### config.mk
export PLATFORM = sky130hd
export DESIGN_NAME = adc_conversion_sequencer
export DESIGN_NICKNAME = d
export VERILOG_FILES = /design/src/rtl/adc_seq_pkg.sv /design/src/rtl/adc_conversion_sequencer.sv /design/src/rtl/adc_win_cmp.sv
export VERILOG_INCLUDE_DIRS = /design/src /design/src/rtl
export SDC_FILE = /design/constraint.sdc
export NUM_CORES = 1
export LEC_CHECK = 0
export BUFFER_PORTS_ARGS = -buffer_cell sky130_fd_sc_hd__buf_2
export CAP_MARGIN = 20
export CORE_ASPECT_RATIO = 1.25
export CORE_MARGIN = 8
export CORE_UTILIZATION = 62
export CTS_BUF_LIST = sky130_fd_sc_hd__clkbuf_8 sky130_fd_sc_hd__clkbuf_16
export DETAILED_ROUTE_END_ITERATION = 12
export MAX_ROUTING_LAYER = met4
export PLACE_DENSITY_LB_ADDON = 0.1
export SYNTH_ARGS = -nofsm -noshare
export SYNTH_HDL_FRONTEND = slang
export SYNTH_HIERARCHICAL = 1
export SYNTH_SLANG_ARGS = --single-unit
### constraint.sdc
create_clock -name I_CLOCK -period 4.9 [get_ports I_CLOCK]
set_clock_uncertainty 0.2 [all_clocks]
set_input_delay 0.49 -clock I_CLOCK [delete_from_list [all_inputs] [get_ports I_CLOCK]]
set_output_delay 0.49 -clock I_CLOCK [all_outputs]
set_load 0.03 [all_outputs]
### src/rtl/adc_seq_map.svh
`ifndef ADC_SEQ_MAP_SVH
`define ADC_SEQ_MAP_SVH

// ****************************************************************
// Register offsets
// ****************************************************************
`define ADC_OFS_CTRLA      5'h00
`define ADC_OFS_CTRLB      5'h01
`define ADC_OFS_CTRLC      5'h02
`define ADC_OFS_CTRLD      5'h03
`define ADC_OFS_CTRLE      5'h04
`define ADC_OFS_SAMPCTRL   5'h05
`define ADC_OFS_CHSEL      5'h06
`define ADC_OFS_COMMAND    5'h08
`define ADC_OFS_EVCTRL     5'h09
`define ADC_OFS_INTEN      5'h0A
`define ADC_OFS_INTFLAG    5'h0B
`define ADC_OFS_RESULT_LO  5'h10
`define ADC_OFS_RESULT_HI  5'h11
`define ADC_OFS_WINLO_LO   5'h12
`define ADC_OFS_WINLO_HI   5'h13
`define ADC_OFS_WINHI_LO   5'h14
`define ADC_OFS_WINHI_HI   5'h15
`define ADC_OFS_STATUS     5'h18

// ****************************************************************
// Field positions
// ****************************************************************
`define ADC_CTRLA_ENABLE   0
`define ADC_CTRLA_FREERUN  1
`define ADC_CTRLA_RUNSTBY  7
`define ADC_CTRLC_CAP      6
`define ADC_INT_RESULT_READY_FLAG     0
`define ADC_INT_WINDOW     1

// ****************************************************************
// Reset values and timing counts
// ****************************************************************
`define ADC_RESET_BYTE     8'h00
`define ADC_CONV_CYCLES    13
`define ADC_SH_CYCLE       2
`define ADC_FULL_SCALE     10'h3FF
`define ADC_TEMP_CHANNEL   5'h1E
`define ADC_REF_INTERNAL   2'h0

`endif

### src/rtl/adc_seq_pkg.sv
package adc_seq_pkg;

  typedef enum logic [2:0] {
    WIN_OFF     = 3'h0,
    WIN_BELOW   = 3'h1,
    WIN_ABOVE   = 3'h2,
    WIN_INSIDE  = 3'h3,
    WIN_OUTSIDE = 3'h4
  } win_mode_e;

  typedef enum logic [2:0] {
    ST_IDLE,
    ST_INIT,
    ST_DELAY,
    ST_SAMPLE,
    ST_CONVERT
  } seq_state_e;

endpackage

### src/rtl/adc_conversion_sequencer.sv
// The address-and-strobe port and the address map are this design's own decisions.
`timescale 1ns/10ps
`default_nettype none
`include "adc_seq_map.svh"

module adc_conversion_sequencer
  #(
    parameter int unsigned PRESC_W = 8
  )
  (
    // Clock, reset, enable
    input  wire logic        I_CLOCK,
    input  wire logic        I_RESETN,
    input  wire logic        I_CE,
    // Register port
    input  wire logic [4:0]  I_ADDR,
    input  wire logic [7:0]  I_WDATA,
    input  wire logic        I_WR,
    input  wire logic        I_RD,
    output logic      [7:0]  O_RDATA,
    // Analog front end
    input  wire logic [9:0]  I_SAR_CODE,
    input  wire logic        I_SAR_OVER,
    output logic      [4:0]  O_CHANNEL,
    output logic      [1:0]  O_REFERENCE,
    output logic             O_CAP_REDUCED,
    output logic             O_TEMP_SENSOR_ON,
    output logic             O_SAMPLE_HOLD,
    // Events and power
    input  wire logic        I_EVENT,
    input  wire logic        I_STANDBY,
    input  wire logic        I_POWERDOWN,
    output logic             O_RESULT_EVENT,
    output logic             O_CLOCK_REQUEST,
    output logic             O_IRQ_RESULT_READY_FLAG,
    output logic             O_IRQ_WINDOW
  );

  // ****************************************************************
  // Registers
  // ****************************************************************
  logic [7:0]  ctrla_q, ctrlb_q, ctrlc_q, ctrld_q, ctrle_q, sampctrl_q;
  logic [4:0]  chsel_q;
  logic        evstart_en_q;
  logic [1:0]  inten_q, intflag_q;
  logic        start_q;
  logic [15:0] result_q, winlo_q, winhi_q, acc_q;
  logic        result_invalid_q;
  logic [4:0]  act_chan_q;
  logic [1:0]  act_ref_q;
  logic [PRESC_W-1:0] presc_q, presc_top;
  logic        evt_s1_q, evt_s2_q, evt_s3_q;
  logic        sb_s1_q, sb_s2_q, pd_s1_q, pd_s2_q;
  logic        first_q;
  logic        halted_q;
  logic [6:0]  nsamp_q;
  logic [5:0]  cnt_q;
  adc_seq_pkg::seq_state_e state_q;

  logic wr_ev, rd_res, evt_rise, adc_tick, running, last_tick, done;
  logic [6:0] samp_total;
  logic [15:0] final_val;
  logic [9:0] code;
  logic win_hit;

  // ****************************************************************
  // Synchronisers and decode
  // ****************************************************************
  always_ff @(posedge I_CLOCK or negedge I_RESETN)
  begin
    if (!I_RESETN)
    begin
      evt_s1_q <= 1'b0;
      evt_s2_q <= 1'b0;
      evt_s3_q <= 1'b0;
      sb_s1_q  <= 1'b0;
      sb_s2_q  <= 1'b0;
      pd_s1_q  <= 1'b0;
      pd_s2_q  <= 1'b0;
    end
    else if (I_CE)
    begin
      evt_s1_q <= I_EVENT;
      evt_s2_q <= evt_s1_q;
      evt_s3_q <= evt_s2_q;
      sb_s1_q  <= I_STANDBY;
      sb_s2_q  <= sb_s1_q;
      pd_s1_q  <= I_POWERDOWN;
      pd_s2_q  <= pd_s1_q;
    end
  end

  // The module is frozen in standby without run-in-standby, and always
  // in power-down, so a conversion waits there and resumes; one that saw
  // power-down sets STATUS bit 0 (result invalid) when it completes.
  logic enabled, active;
  assign enabled = ctrla_q[`ADC_CTRLA_ENABLE];
  assign active  = enabled && !pd_s2_q &&
                   (!sb_s2_q || ctrla_q[`ADC_CTRLA_RUNSTBY]);
  assign wr_ev    = I_WR && (I_ADDR == `ADC_OFS_COMMAND) && I_WDATA[0];
  assign evt_rise = evt_s2_q && !evt_s3_q && evstart_en_q;
  assign rd_res   = I_RD && (I_ADDR == `ADC_OFS_RESULT_LO ||
                             I_ADDR == `ADC_OFS_RESULT_HI);
  assign running  = (state_q != adc_seq_pkg::ST_IDLE);

  // Prescaler held at zero outside conversions to fix the start latency.
  always_ff @(posedge I_CLOCK or negedge I_RESETN)
  begin
    if (!I_RESETN)
      presc_q <= '0;
    else if (I_CE)
    begin
      if (!enabled || !(running || start_q))
        presc_q <= '0;
      else if (active)
        presc_q <= (presc_q == presc_top) ? '0 : presc_q + PRESC_W'(1);
    end
  end
  // Computed nine bits wide so that the largest divider does not wrap.
  assign presc_top = PRESC_W'((9'h001 << ({1'b0, ctrlc_q[2:0]} + 4'h1)) -
                              9'h001);
  assign adc_tick  = active && (presc_q == presc_top);

  // ****************************************************************
  // Registers written by software
  // ****************************************************************
  always_ff @(posedge I_CLOCK or negedge I_RESETN)
  begin
    if (!I_RESETN)
    begin
      ctrla_q      <= `ADC_RESET_BYTE;
      ctrlb_q      <= `ADC_RESET_BYTE;
      ctrlc_q      <= `ADC_RESET_BYTE;
      ctrld_q      <= `ADC_RESET_BYTE;
      ctrle_q      <= `ADC_RESET_BYTE;
      sampctrl_q   <= `ADC_RESET_BYTE;
      chsel_q      <= 5'h00;
      evstart_en_q <= 1'b0;
      inten_q      <= 2'h0;
      winlo_q      <= 16'h0000;
      winhi_q      <= 16'h0000;
    end
    else if (I_CE && I_WR)
    begin
      unique case (I_ADDR)
        `ADC_OFS_CTRLA:    ctrla_q    <= I_WDATA & 8'h83;
        `ADC_OFS_CTRLB:    ctrlb_q    <= I_WDATA & 8'h07;
        `ADC_OFS_CTRLC:    ctrlc_q    <= I_WDATA & 8'h77;
        `ADC_OFS_CTRLD:    ctrld_q    <= I_WDATA & 8'h7F;
        `ADC_OFS_CTRLE:    ctrle_q    <= I_WDATA & 8'h07;
        `ADC_OFS_SAMPCTRL: sampctrl_q <= I_WDATA & 8'h1F;
        `ADC_OFS_CHSEL:    chsel_q    <= I_WDATA[4:0];
        `ADC_OFS_EVCTRL:   evstart_en_q <= I_WDATA[0];
        `ADC_OFS_INTEN:    inten_q    <= I_WDATA[1:0];
        `ADC_OFS_WINLO_LO: winlo_q[7:0]  <= I_WDATA;
        `ADC_OFS_WINLO_HI: winlo_q[15:8] <= I_WDATA;
        `ADC_OFS_WINHI_LO: winhi_q[7:0]  <= I_WDATA;
        `ADC_OFS_WINHI_HI: winhi_q[15:8] <= I_WDATA;
        default: ;
      endcase
    end
  end

  // ****************************************************************
  // Conversion sequencer
  // ****************************************************************
  // Reserved accumulation code 7 falls back to a single sample.
  assign samp_total = (ctrlb_q[2:0] == 3'h7) ? 7'd1
                      : 7'(7'd1 << ctrlb_q[2:0]);
  assign last_tick  = adc_tick && (state_q == adc_seq_pkg::ST_CONVERT) &&
                      (cnt_q == 6'(`ADC_CONV_CYCLES - `ADC_SH_CYCLE - 1));
  assign done       = last_tick && (nsamp_q == samp_total - 7'd1);
  assign code       = I_SAR_OVER ? `ADC_FULL_SCALE : I_SAR_CODE;
  assign final_val  = acc_q + {6'h00, code};

  always_ff @(posedge I_CLOCK or negedge I_RESETN)
  begin
    if (!I_RESETN)
    begin
      state_q <= adc_seq_pkg::ST_IDLE;
      cnt_q   <= 6'h00;
      nsamp_q <= 7'h00;
      first_q <= 1'b1;
    end
    else if (I_CE)
    begin
      if (!enabled)
      begin
        state_q <= adc_seq_pkg::ST_IDLE;
        first_q <= 1'b1;
      end
      else if (adc_tick)
      begin
        unique case (state_q)
          adc_seq_pkg::ST_IDLE:
            if (start_q)
            begin
              cnt_q   <= 6'h00;
              nsamp_q <= 7'h00;
              first_q <= 1'b0;
              state_q <= (first_q && ctrld_q[6:4] != 3'h0)
                         ? adc_seq_pkg::ST_INIT
                         : adc_seq_pkg::ST_DELAY;
            end
          adc_seq_pkg::ST_INIT:
            if (cnt_q == {ctrld_q[6:4], 3'h7})
            begin
              cnt_q   <= 6'h00;
              first_q <= 1'b0;
              state_q <= adc_seq_pkg::ST_DELAY;
            end
            else
              cnt_q <= cnt_q + 6'h01;
          adc_seq_pkg::ST_DELAY:
            if (cnt_q >= {2'h0, ctrld_q[3:0]})
            begin
              cnt_q   <= 6'h00;
              state_q <= adc_seq_pkg::ST_SAMPLE;
            end
            else
              cnt_q <= cnt_q + 6'h01;
          adc_seq_pkg::ST_SAMPLE:
            if (cnt_q >= {1'b0, sampctrl_q[4:0]})
            begin
              cnt_q   <= 6'h00;
              state_q <= adc_seq_pkg::ST_CONVERT;
            end
            else
              cnt_q <= cnt_q + 6'h01;
          // Delay and sample phases take the first two of the 13 ticks.
          adc_seq_pkg::ST_CONVERT:
            if (cnt_q == 6'(`ADC_CONV_CYCLES - `ADC_SH_CYCLE - 1))
            begin
              cnt_q <= 6'h00;
              if (!done)
              begin
                nsamp_q <= nsamp_q + 7'd1;
                state_q <= adc_seq_pkg::ST_DELAY;
              end
              else if (ctrla_q[`ADC_CTRLA_FREERUN] && start_q)
              begin
                nsamp_q <= 7'h00;
                state_q <= adc_seq_pkg::ST_DELAY;
              end
              else
                state_q <= adc_seq_pkg::ST_IDLE;
            end
            else
              cnt_q <= cnt_q + 6'h01;
          default:
            state_q <= adc_seq_pkg::ST_IDLE;
        endcase
      end
    end
  end

  // Start bit: set by software or event, cleared when single run ends.
  always_ff @(posedge I_CLOCK or negedge I_RESETN)
  begin
    if (!I_RESETN)
      start_q <= 1'b0;
    else if (I_CE)
    begin
      if (!enabled)
        start_q <= 1'b0;
      else if (wr_ev || evt_rise)
        start_q <= 1'b1;
      else if (done && !ctrla_q[`ADC_CTRLA_FREERUN])
        start_q <= 1'b0;
    end
  end

  // Active selection follows the shadows while idle and during the last conversion tick.
  always_ff @(posedge I_CLOCK or negedge I_RESETN)
  begin
    if (!I_RESETN)
    begin
      act_chan_q <= 5'h00;
      act_ref_q  <= `ADC_REF_INTERNAL;
    end
    else if (I_CE && (!running || (state_q == adc_seq_pkg::ST_CONVERT &&
             cnt_q == 6'(`ADC_CONV_CYCLES - `ADC_SH_CYCLE - 1))))
    begin
      act_chan_q <= chsel_q;
      act_ref_q  <= ctrlc_q[5:4];
    end
  end

  // ****************************************************************
  // Accumulator, result and flags
  // ****************************************************************
  adc_win_cmp u_win
  (
    .i_value (final_val),
    .i_low   (winlo_q),
    .i_high  (winhi_q),
    .i_mode  (ctrle_q[2:0]),
    .o_match (win_hit)
  );

  always_ff @(posedge I_CLOCK or negedge I_RESETN)
  begin
    if (!I_RESETN)
    begin
      acc_q            <= 16'h0000;
      result_q         <= 16'h0000;
      result_invalid_q <= 1'b0;
      halted_q         <= 1'b0;
    end
    else if (I_CE)
    begin
      if (pd_s2_q && running)
        halted_q <= 1'b1;
      if (state_q == adc_seq_pkg::ST_IDLE)
        acc_q <= 16'h0000;
      else if (last_tick)
        acc_q <= done ? 16'h0000 : final_val;
      if (done)
      begin
        result_q         <= final_val;
        result_invalid_q <= halted_q;
        halted_q         <= 1'b0;
      end
    end
  end

  always_ff @(posedge I_CLOCK or negedge I_RESETN)
  begin
    if (!I_RESETN)
      intflag_q <= 2'h0;
    else if (I_CE)
    begin
      // A new event beats a clear in the same cycle.
      if (done)
        intflag_q[`ADC_INT_RESULT_READY_FLAG] <= 1'b1;
      else if (rd_res || (I_WR && I_ADDR == `ADC_OFS_INTFLAG &&
               I_WDATA[`ADC_INT_RESULT_READY_FLAG]))
        intflag_q[`ADC_INT_RESULT_READY_FLAG] <= 1'b0;
      if (done && win_hit)
        intflag_q[`ADC_INT_WINDOW] <= 1'b1;
      else if (I_WR && I_ADDR == `ADC_OFS_INTFLAG &&
               I_WDATA[`ADC_INT_WINDOW])
        intflag_q[`ADC_INT_WINDOW] <= 1'b0;
    end
  end

  // ****************************************************************
  // Outputs
  // ****************************************************************
  always_ff @(posedge I_CLOCK or negedge I_RESETN)
  begin
    if (!I_RESETN)
    begin
      O_RDATA          <= 8'h00;
      O_RESULT_EVENT   <= 1'b0;
      O_IRQ_RESULT_READY_FLAG     <= 1'b0;
      O_IRQ_WINDOW     <= 1'b0;
      O_CLOCK_REQUEST  <= 1'b0;
      O_SAMPLE_HOLD    <= 1'b0;
      O_CHANNEL        <= 5'h00;
      O_REFERENCE      <= 2'h0;
      O_CAP_REDUCED    <= 1'b0;
      O_TEMP_SENSOR_ON <= 1'b0;
    end
    else if (I_CE)
    begin
      O_RESULT_EVENT   <= done && enabled;
      O_IRQ_RESULT_READY_FLAG     <= intflag_q[0] && inten_q[0];
      O_IRQ_WINDOW     <= intflag_q[1] && inten_q[1];
      O_CLOCK_REQUEST  <= sb_s2_q && (running || start_q);
      O_SAMPLE_HOLD    <= state_q == adc_seq_pkg::ST_SAMPLE;
      O_CHANNEL        <= act_chan_q;
      O_REFERENCE      <= act_ref_q;
      O_CAP_REDUCED    <= ctrlc_q[`ADC_CTRLC_CAP];
      O_TEMP_SENSOR_ON <= act_chan_q == `ADC_TEMP_CHANNEL;
      O_RDATA          <= 8'h00;
      if (I_RD)
      begin
        unique case (I_ADDR)
          `ADC_OFS_CTRLA:     O_RDATA <= ctrla_q;
          `ADC_OFS_CTRLB:     O_RDATA <= ctrlb_q;
          `ADC_OFS_CTRLC:     O_RDATA <= ctrlc_q;
          `ADC_OFS_CTRLD:     O_RDATA <= ctrld_q;
          `ADC_OFS_CTRLE:     O_RDATA <= ctrle_q;
          `ADC_OFS_SAMPCTRL:  O_RDATA <= sampctrl_q;
          `ADC_OFS_CHSEL:     O_RDATA <= {3'h0, chsel_q};
          `ADC_OFS_COMMAND:   O_RDATA <= {7'h00, start_q};
          `ADC_OFS_EVCTRL:    O_RDATA <= {7'h00, evstart_en_q};
          `ADC_OFS_INTEN:     O_RDATA <= {6'h00, inten_q};
          `ADC_OFS_INTFLAG:   O_RDATA <= {6'h00, intflag_q};
          `ADC_OFS_RESULT_LO: O_RDATA <= result_q[7:0];
          `ADC_OFS_RESULT_HI: O_RDATA <= result_q[15:8];
          `ADC_OFS_WINLO_LO:  O_RDATA <= winlo_q[7:0];
          `ADC_OFS_WINLO_HI:  O_RDATA <= winlo_q[15:8];
          `ADC_OFS_WINHI_LO:  O_RDATA <= winhi_q[7:0];
          `ADC_OFS_WINHI_HI:  O_RDATA <= winhi_q[15:8];
          `ADC_OFS_STATUS:    O_RDATA <= {7'h00, result_invalid_q};
          default:            O_RDATA <= 8'h00;
        endcase
      end
    end
  end

  // ****************************************************************
  // Checks
  // ****************************************************************
  AST_START_SET: assert property (@(posedge I_CLOCK) disable iff (!I_RESETN)
    I_CE && enabled && wr_ev |=> start_q)
    else $error("start bit not set by command");
  AST_SINGLE_CLR: assert property (@(posedge I_CLOCK) disable iff (!I_RESETN)
    I_CE && done && !ctrla_q[1] && !wr_ev && !evt_rise |=> !start_q)
    else $error("start bit not cleared after single run");
  AST_READY_SET: assert property (@(posedge I_CLOCK) disable iff (!I_RESETN)
    I_CE && done |=> intflag_q[0])
    else $error("ready flag not set");
  AST_EVENT_PULSE: assert property (@(posedge I_CLOCK) disable iff (!I_RESETN)
    O_RESULT_EVENT |=> !O_RESULT_EVENT)
    else $error("ready event longer than one cycle");
  AST_FREERUN: assert property (@(posedge I_CLOCK) disable iff (!I_RESETN)
    I_CE && done && ctrla_q[1] && start_q
    |=> state_q == adc_seq_pkg::ST_DELAY)
    else $error("free run did not restart");
  AST_LOCK: assert property (@(posedge I_CLOCK) disable iff (!I_RESETN)
    I_CE && state_q == adc_seq_pkg::ST_SAMPLE && $past(I_CE) &&
    $past(state_q) == adc_seq_pkg::ST_SAMPLE
    |-> $stable(act_chan_q))
    else $error("channel changed while sampling");
  AST_SAT: assert property (@(posedge I_CLOCK) disable iff (!I_RESETN)
    I_SAR_OVER |-> code == `ADC_FULL_SCALE)
    else $error("no saturation");
  AST_WIN_OFF: assert property (@(posedge I_CLOCK) disable iff (!I_RESETN)
    I_CE && ctrle_q[2:0] == 3'h0 && !intflag_q[1] |=> !intflag_q[1])
    else $error("window flag set while off");
  AST_IRQ: assert property (@(posedge I_CLOCK) disable iff (!I_RESETN)
    I_CE && intflag_q[0] && inten_q[0] |=> O_IRQ_RESULT_READY_FLAG)
    else $error("irq not raised");
  COV_SINGLE: cover property (@(posedge I_CLOCK) done && !ctrla_q[1]);
  COV_FREE: cover property (@(posedge I_CLOCK) done && ctrla_q[1]);
  COV_WIN: cover property (@(posedge I_CLOCK) done && win_hit);
  COV_EVT: cover property (@(posedge I_CLOCK) evt_rise);

endmodule // adc_conversion_sequencer

`default_nettype wire

### src/rtl/adc_win_cmp.sv
`timescale 1ns/10ps
`default_nettype none

module adc_win_cmp
  (
    // Comparison inputs
    input  wire logic [15:0] i_value,
    input  wire logic [15:0] i_low,
    input  wire logic [15:0] i_high,
    input  wire logic [2:0]  i_mode,
    // Result
    output logic             o_match
  );

  always_comb
  begin
    unique case (i_mode)
      adc_seq_pkg::WIN_BELOW:   o_match = i_value < i_low;
      adc_seq_pkg::WIN_ABOVE:   o_match = i_value > i_high;
      adc_seq_pkg::WIN_INSIDE:  o_match = (i_value > i_low) &&
                                          (i_value < i_high);
      adc_seq_pkg::WIN_OUTSIDE: o_match = (i_value < i_low) ||
                                          (i_value > i_high);
      default:                  o_match = 1'b0;
    endcase
  end

endmodule // adc_win_cmp

`default_nettype wire
==> summary.txt <==
Synth
  • Mapped Cells: slightly below 1000
  • Synth Net Count: between 1000 and 1500
  • Syn Std Cell Area: 0.00961 mm2
  • Synth cell types: 79
  • Post-synthesis area per instance: approximately 10 um2
  • Syn. warnings: 6
  • Post-synth EDFFs: 0
  • Register bit count reported by yosys: 165
  • Async SR Flop Fraction: 1.00
  • Post-synthesis sequential area ratio: 0.430
  • Top_reg_cell synth: dfrtp_1

Die
  • DIE AREA: roughly 0.02 mm2
  • Initial Utilization: 0.625
  • Rows: 51
  • # IOs: 54
  • Die Ht: 155 um
  • Die W: 127 um
  • Core ar.: ~0.015 mm2

Setup path
  • CP cell instances: ha_1 > inv_1 > fa_1 > nor2b_1 > o2111ai_1 > a31oi_1 > a311oi_1 > buf_4 > nor2_1 > xnor2_1 > inv_1 > ha_1 > a21oi_2 > nand2_1 > a221o_1 > o31a_1 > a211o_1 > inv_1 > o21ai_0
  • CP Launch Point: acc_q[0]
  • CP Capture Type: flop
  • Worst Path Required: 5.00 ns
  • CP top delay family: compound AO/OA/AOI/OAI gates
  • Crit path largest cell delay: ~0.4 ns
  • Reg2Reg Launch Point: acc_q[0]
  • Most used cell, CP: inv_1
  • WP buf/inv: 4
  • CP arrival: approximately 4.4 ns
  • CP Max Fanout: 5
  • Critical Path Source Type: flop
  • Critical path class: reg -> reg
  • Slowest-stage cell, CP: fa_1

Placed design
  • Gpl congestion: roughly 0.94
  • IO Port Bufs: 53
  • Detail Placement HPWL: 18.4 mm

Clock tree
  • Max clock buf depth: 2
  • Clock transition at the registers of the reported paths: 0.06 ns
  • CTS buffer count: 17
  • CTS tree: done
  • Setup bufs post-CTS: 0
  • H-tree levels: 4
  • Cell chosen for the clock root: clkbuf_16
  • Resize count post-CTS: 0
  • Clock latency on the worst-skew pair: approximately 0.44 ns
  • Post-cts hold buffer count: 0
  • Clock Sinks: approximately 170

Routing
  • First-pass DRT Iterations: 6
  • # DRC: 0
  • Post-route ant nets: 0
  • Drt via density: 6.18
  • Final wirelength: about 25 mm
  • Detailed Route Iter0 Violations: 631
  • Vias: 7666
  • Avg WL per Cell: 19.9 um

STA
  • Final min period: 4.25 ns
  • RSZ-0062 raised after global routing: false
  • Pins Over Slew Limit: 0
  • Worst slew pin tran: 1.08 ns
  • Worst rel slew slack: 0.275
  • # setup viols final: 0
  • Total Neg Setup Slack: 0 ns
  • Final Cycle Share: 0.867
  • F_max: 235 MHz
  • Hold slack: -0.0136 ns
  • Final hold vios: 23

Run status
  • Failing checks: negative hold slack
  • Status: finished with violations

Power
  • LEAKAGE: around 0.0049 uW
  • Total chip power: between 3000 and 4000 uW
  • Switching share of power: 0.289
  • Sw Pwr: 988 uW
  • Pwr per Cell Area: 320 mW/mm2
  • Combinational share of power: 0.148
  • Max VDD drop: between 0.2 and 0.3 mV
  • Clk pwr share: 0.390
  • Internal: 2430 uW
  • Seq pwr share: 0.462

Hold path
  • HP Class: in -> async

Cells and area
  • # diodes: 0
  • Layout Nets: 1107
  • Layout cell share with drive strength beyond 1: 0.209
  • Layout Area Growth over Synthesis: 11.4%

Global route
  • Initial antenna violation count: 0
  • First-pass GRT wire length: 40.0 mm
  • Vias in the first global route: 7537
  • Total track usage: 0.266
  • Total gr overflow: 0
  • Largest net degree at the start of global routing: 106

Job
  • Max_cap viols: 0
## per-layer routing
metal | routed length [um] | GRT usage | share of wire
met2 | 11800 | 0.420 | 0.48
met5 | 0 | - | 0
met1 | 10700 | 0.335 | 0.43
met3 | 1330 | 0.0466 | 0.054
met4 | 813 | 0.110 | 0.033
## worst reg2reg max path: cells and delay by family (launching register included)
kind	cells	cell delay, ns
adders and majority gates	3	0.94
DFF	1	0.37
buffers and inverters	4	0.38
AOI/OAI and AO/OA	8	1.73
xor gates and xnor gates	1	0.16
and+or+nand+nor	3	0.35
## power by group through the flow
stage,Sequential (uW),Combinational (uW),Clock [uW]
after floorplan,1580,347,0
after global placement,1600,488,0
after detailed placement,1600,502,0
after CTS,1580,506,1350
after global routing,1590,564,1410
final,1580,506,1330
## cell type report
type	instances	area, um2
tap	212	265
timing repair buffer	66	369
clock buffer	19	453
clock inverter	13	139
inverter	80	300
sequential	165	4130
multi-input combinational	685	5050
fill	1204	4670
## worst paths after layout
kind	to	slack [ns]	cells past startpoint
worst max-delay path	intflag_q[1]	0.65	19
worst min-delay path	presc_q[6]	-0.01	1
worst max register to register	intflag_q[1]	0.65	19
worst min register to register	O_TEMP_SENSOR_ON	0.27	1
max in group asynchronous	intflag_q[1]	3.46	2
min in group I_CLOCK	evt_s1_q	0.09	2
## flip-flops by register name (all words and copies together), names as in the netlist, 3 cells and up
register	count
O_CHANNEL	5
O_RDATA	8
acc_q	16
act_chan_q	5
chsel_q	5
cnt_q	6
ctrla_q	3
ctrlb_q	3
ctrlc_q	6
ctrld_q	7
ctrle_q	3
nsamp_q	7
presc_q	8
result_q	16
sampctrl_q	5
state_q	3
winhi_q	16
winlo_q	16
## Yosys cell counts, types with 3 or more instances
master     count  area share
dfrtp_1      164        0.43
mux2_2        89        0.10
nand2_1       83       0.032
inv_1         80       0.031
o21ai_0       61       0.032
ha_1          59       0.077
nor2_1        38       0.015
a21oi_1       29       0.015
clkbuf_1      25      0.0098
nand3_1       24       0.012
a22oi_1       23       0.018
nor3_1        20       0.010
xnor2_1       16       0.015
nand4_1       15      0.0098
xor2_1        14       0.013
nand2b_1      13      0.0085
or2_2         13      0.0085
nor2b_1       11      0.0072
a21o_1        10      0.0078
a22o_1        10      0.0091
a31oi_1       10      0.0065
a211oi_1       9      0.0070
o211ai_1       9      0.0070
o21ai_1        8      0.0042
and3_1         7      0.0046
and2_1         6      0.0039
nand3b_1       6      0.0047
nor4_1         6      0.0039
a221oi_1       5      0.0046
o2bb2ai_1      5      0.0046
o31ai_1        5      0.0039
a221o_1        4      0.0042
buf_2          4      0.0021
o22ai_1        4      0.0026
or3_1          4      0.0026
a2111oi_0      3      0.0027
a21boi_0       3      0.0023
mux2i_1        3      0.0031
nor3b_1        3      0.0023
o2111ai_1      3      0.0027
o211a_1        3      0.0031
o21a_1         3      0.0023
## per-stage QoR
stage / cell area, um2 / cells / hold WS (ns) / worst slack, ns / utilization
6_report: 10700 / 1240 / -0.0136 / 0.649 / 0.696
4_1_cts: 10700 / 1240 / 0.0191 / 0.693 / 0.696
2_1_floorplan: 9610 / 963 / -0.00559 / 0.543 / -
3_3_place_gp: 10100 / 1208 / 0.259 / 0.342 / 0.658
5_1_grt: 10700 / 1240 / 0.0715 / 0.316 / 0.696
3_5_place_dp: 10100 / 1208 / 0.264 / 0.245 / 0.658
## cell families (layout without fill, tap and decap cells)
family / Yosys count / in the layout / share of synthesized area
xor+xnor: 30 / 30 / 0.0273
mux: 92 / 92 / 0.107
other cells: 1 / 1 / 0.000390
simple gates: 268 / 268 / 0.144
buf+inv: 113 / 178 / 0.0454
flops: 165 / 165 / 0.430
compound gates: 234 / 234 / 0.166
fa+ha+maj: 60 / 60 / 0.0789
## cell usage in the layout (no fill, tap or decap), types with 5 or more instances in the layout
cell and n:
clkbuf_16 17, a211oi_1 9, buf_2 52, or2_2 13, nor3_1 19, clkinv_4 6
o21ai_1 8, a21oi_1 29, dfrtp_1 164, nand4_1 15, a31oi_1 10, a21o_1 10
xnor2_1 16, nor2b_1 11, nand3b_1 6, a22o_1 10, o21ai_0 61, inv_1 80
a22oi_1 23, a221oi_1 5, nor4_1 6, and2_1 6, o31ai_1 5, nand2_1 83
o2bb2ai_1 5, and3_1 7, nand3_1 24, mux2_2 89, nand2b_1 13, nor2_1 38
ha_1 59, xor2_1 14, o211ai_1 9, buf_4 13
No activity file was read; power rests on OpenSTA's default activity.
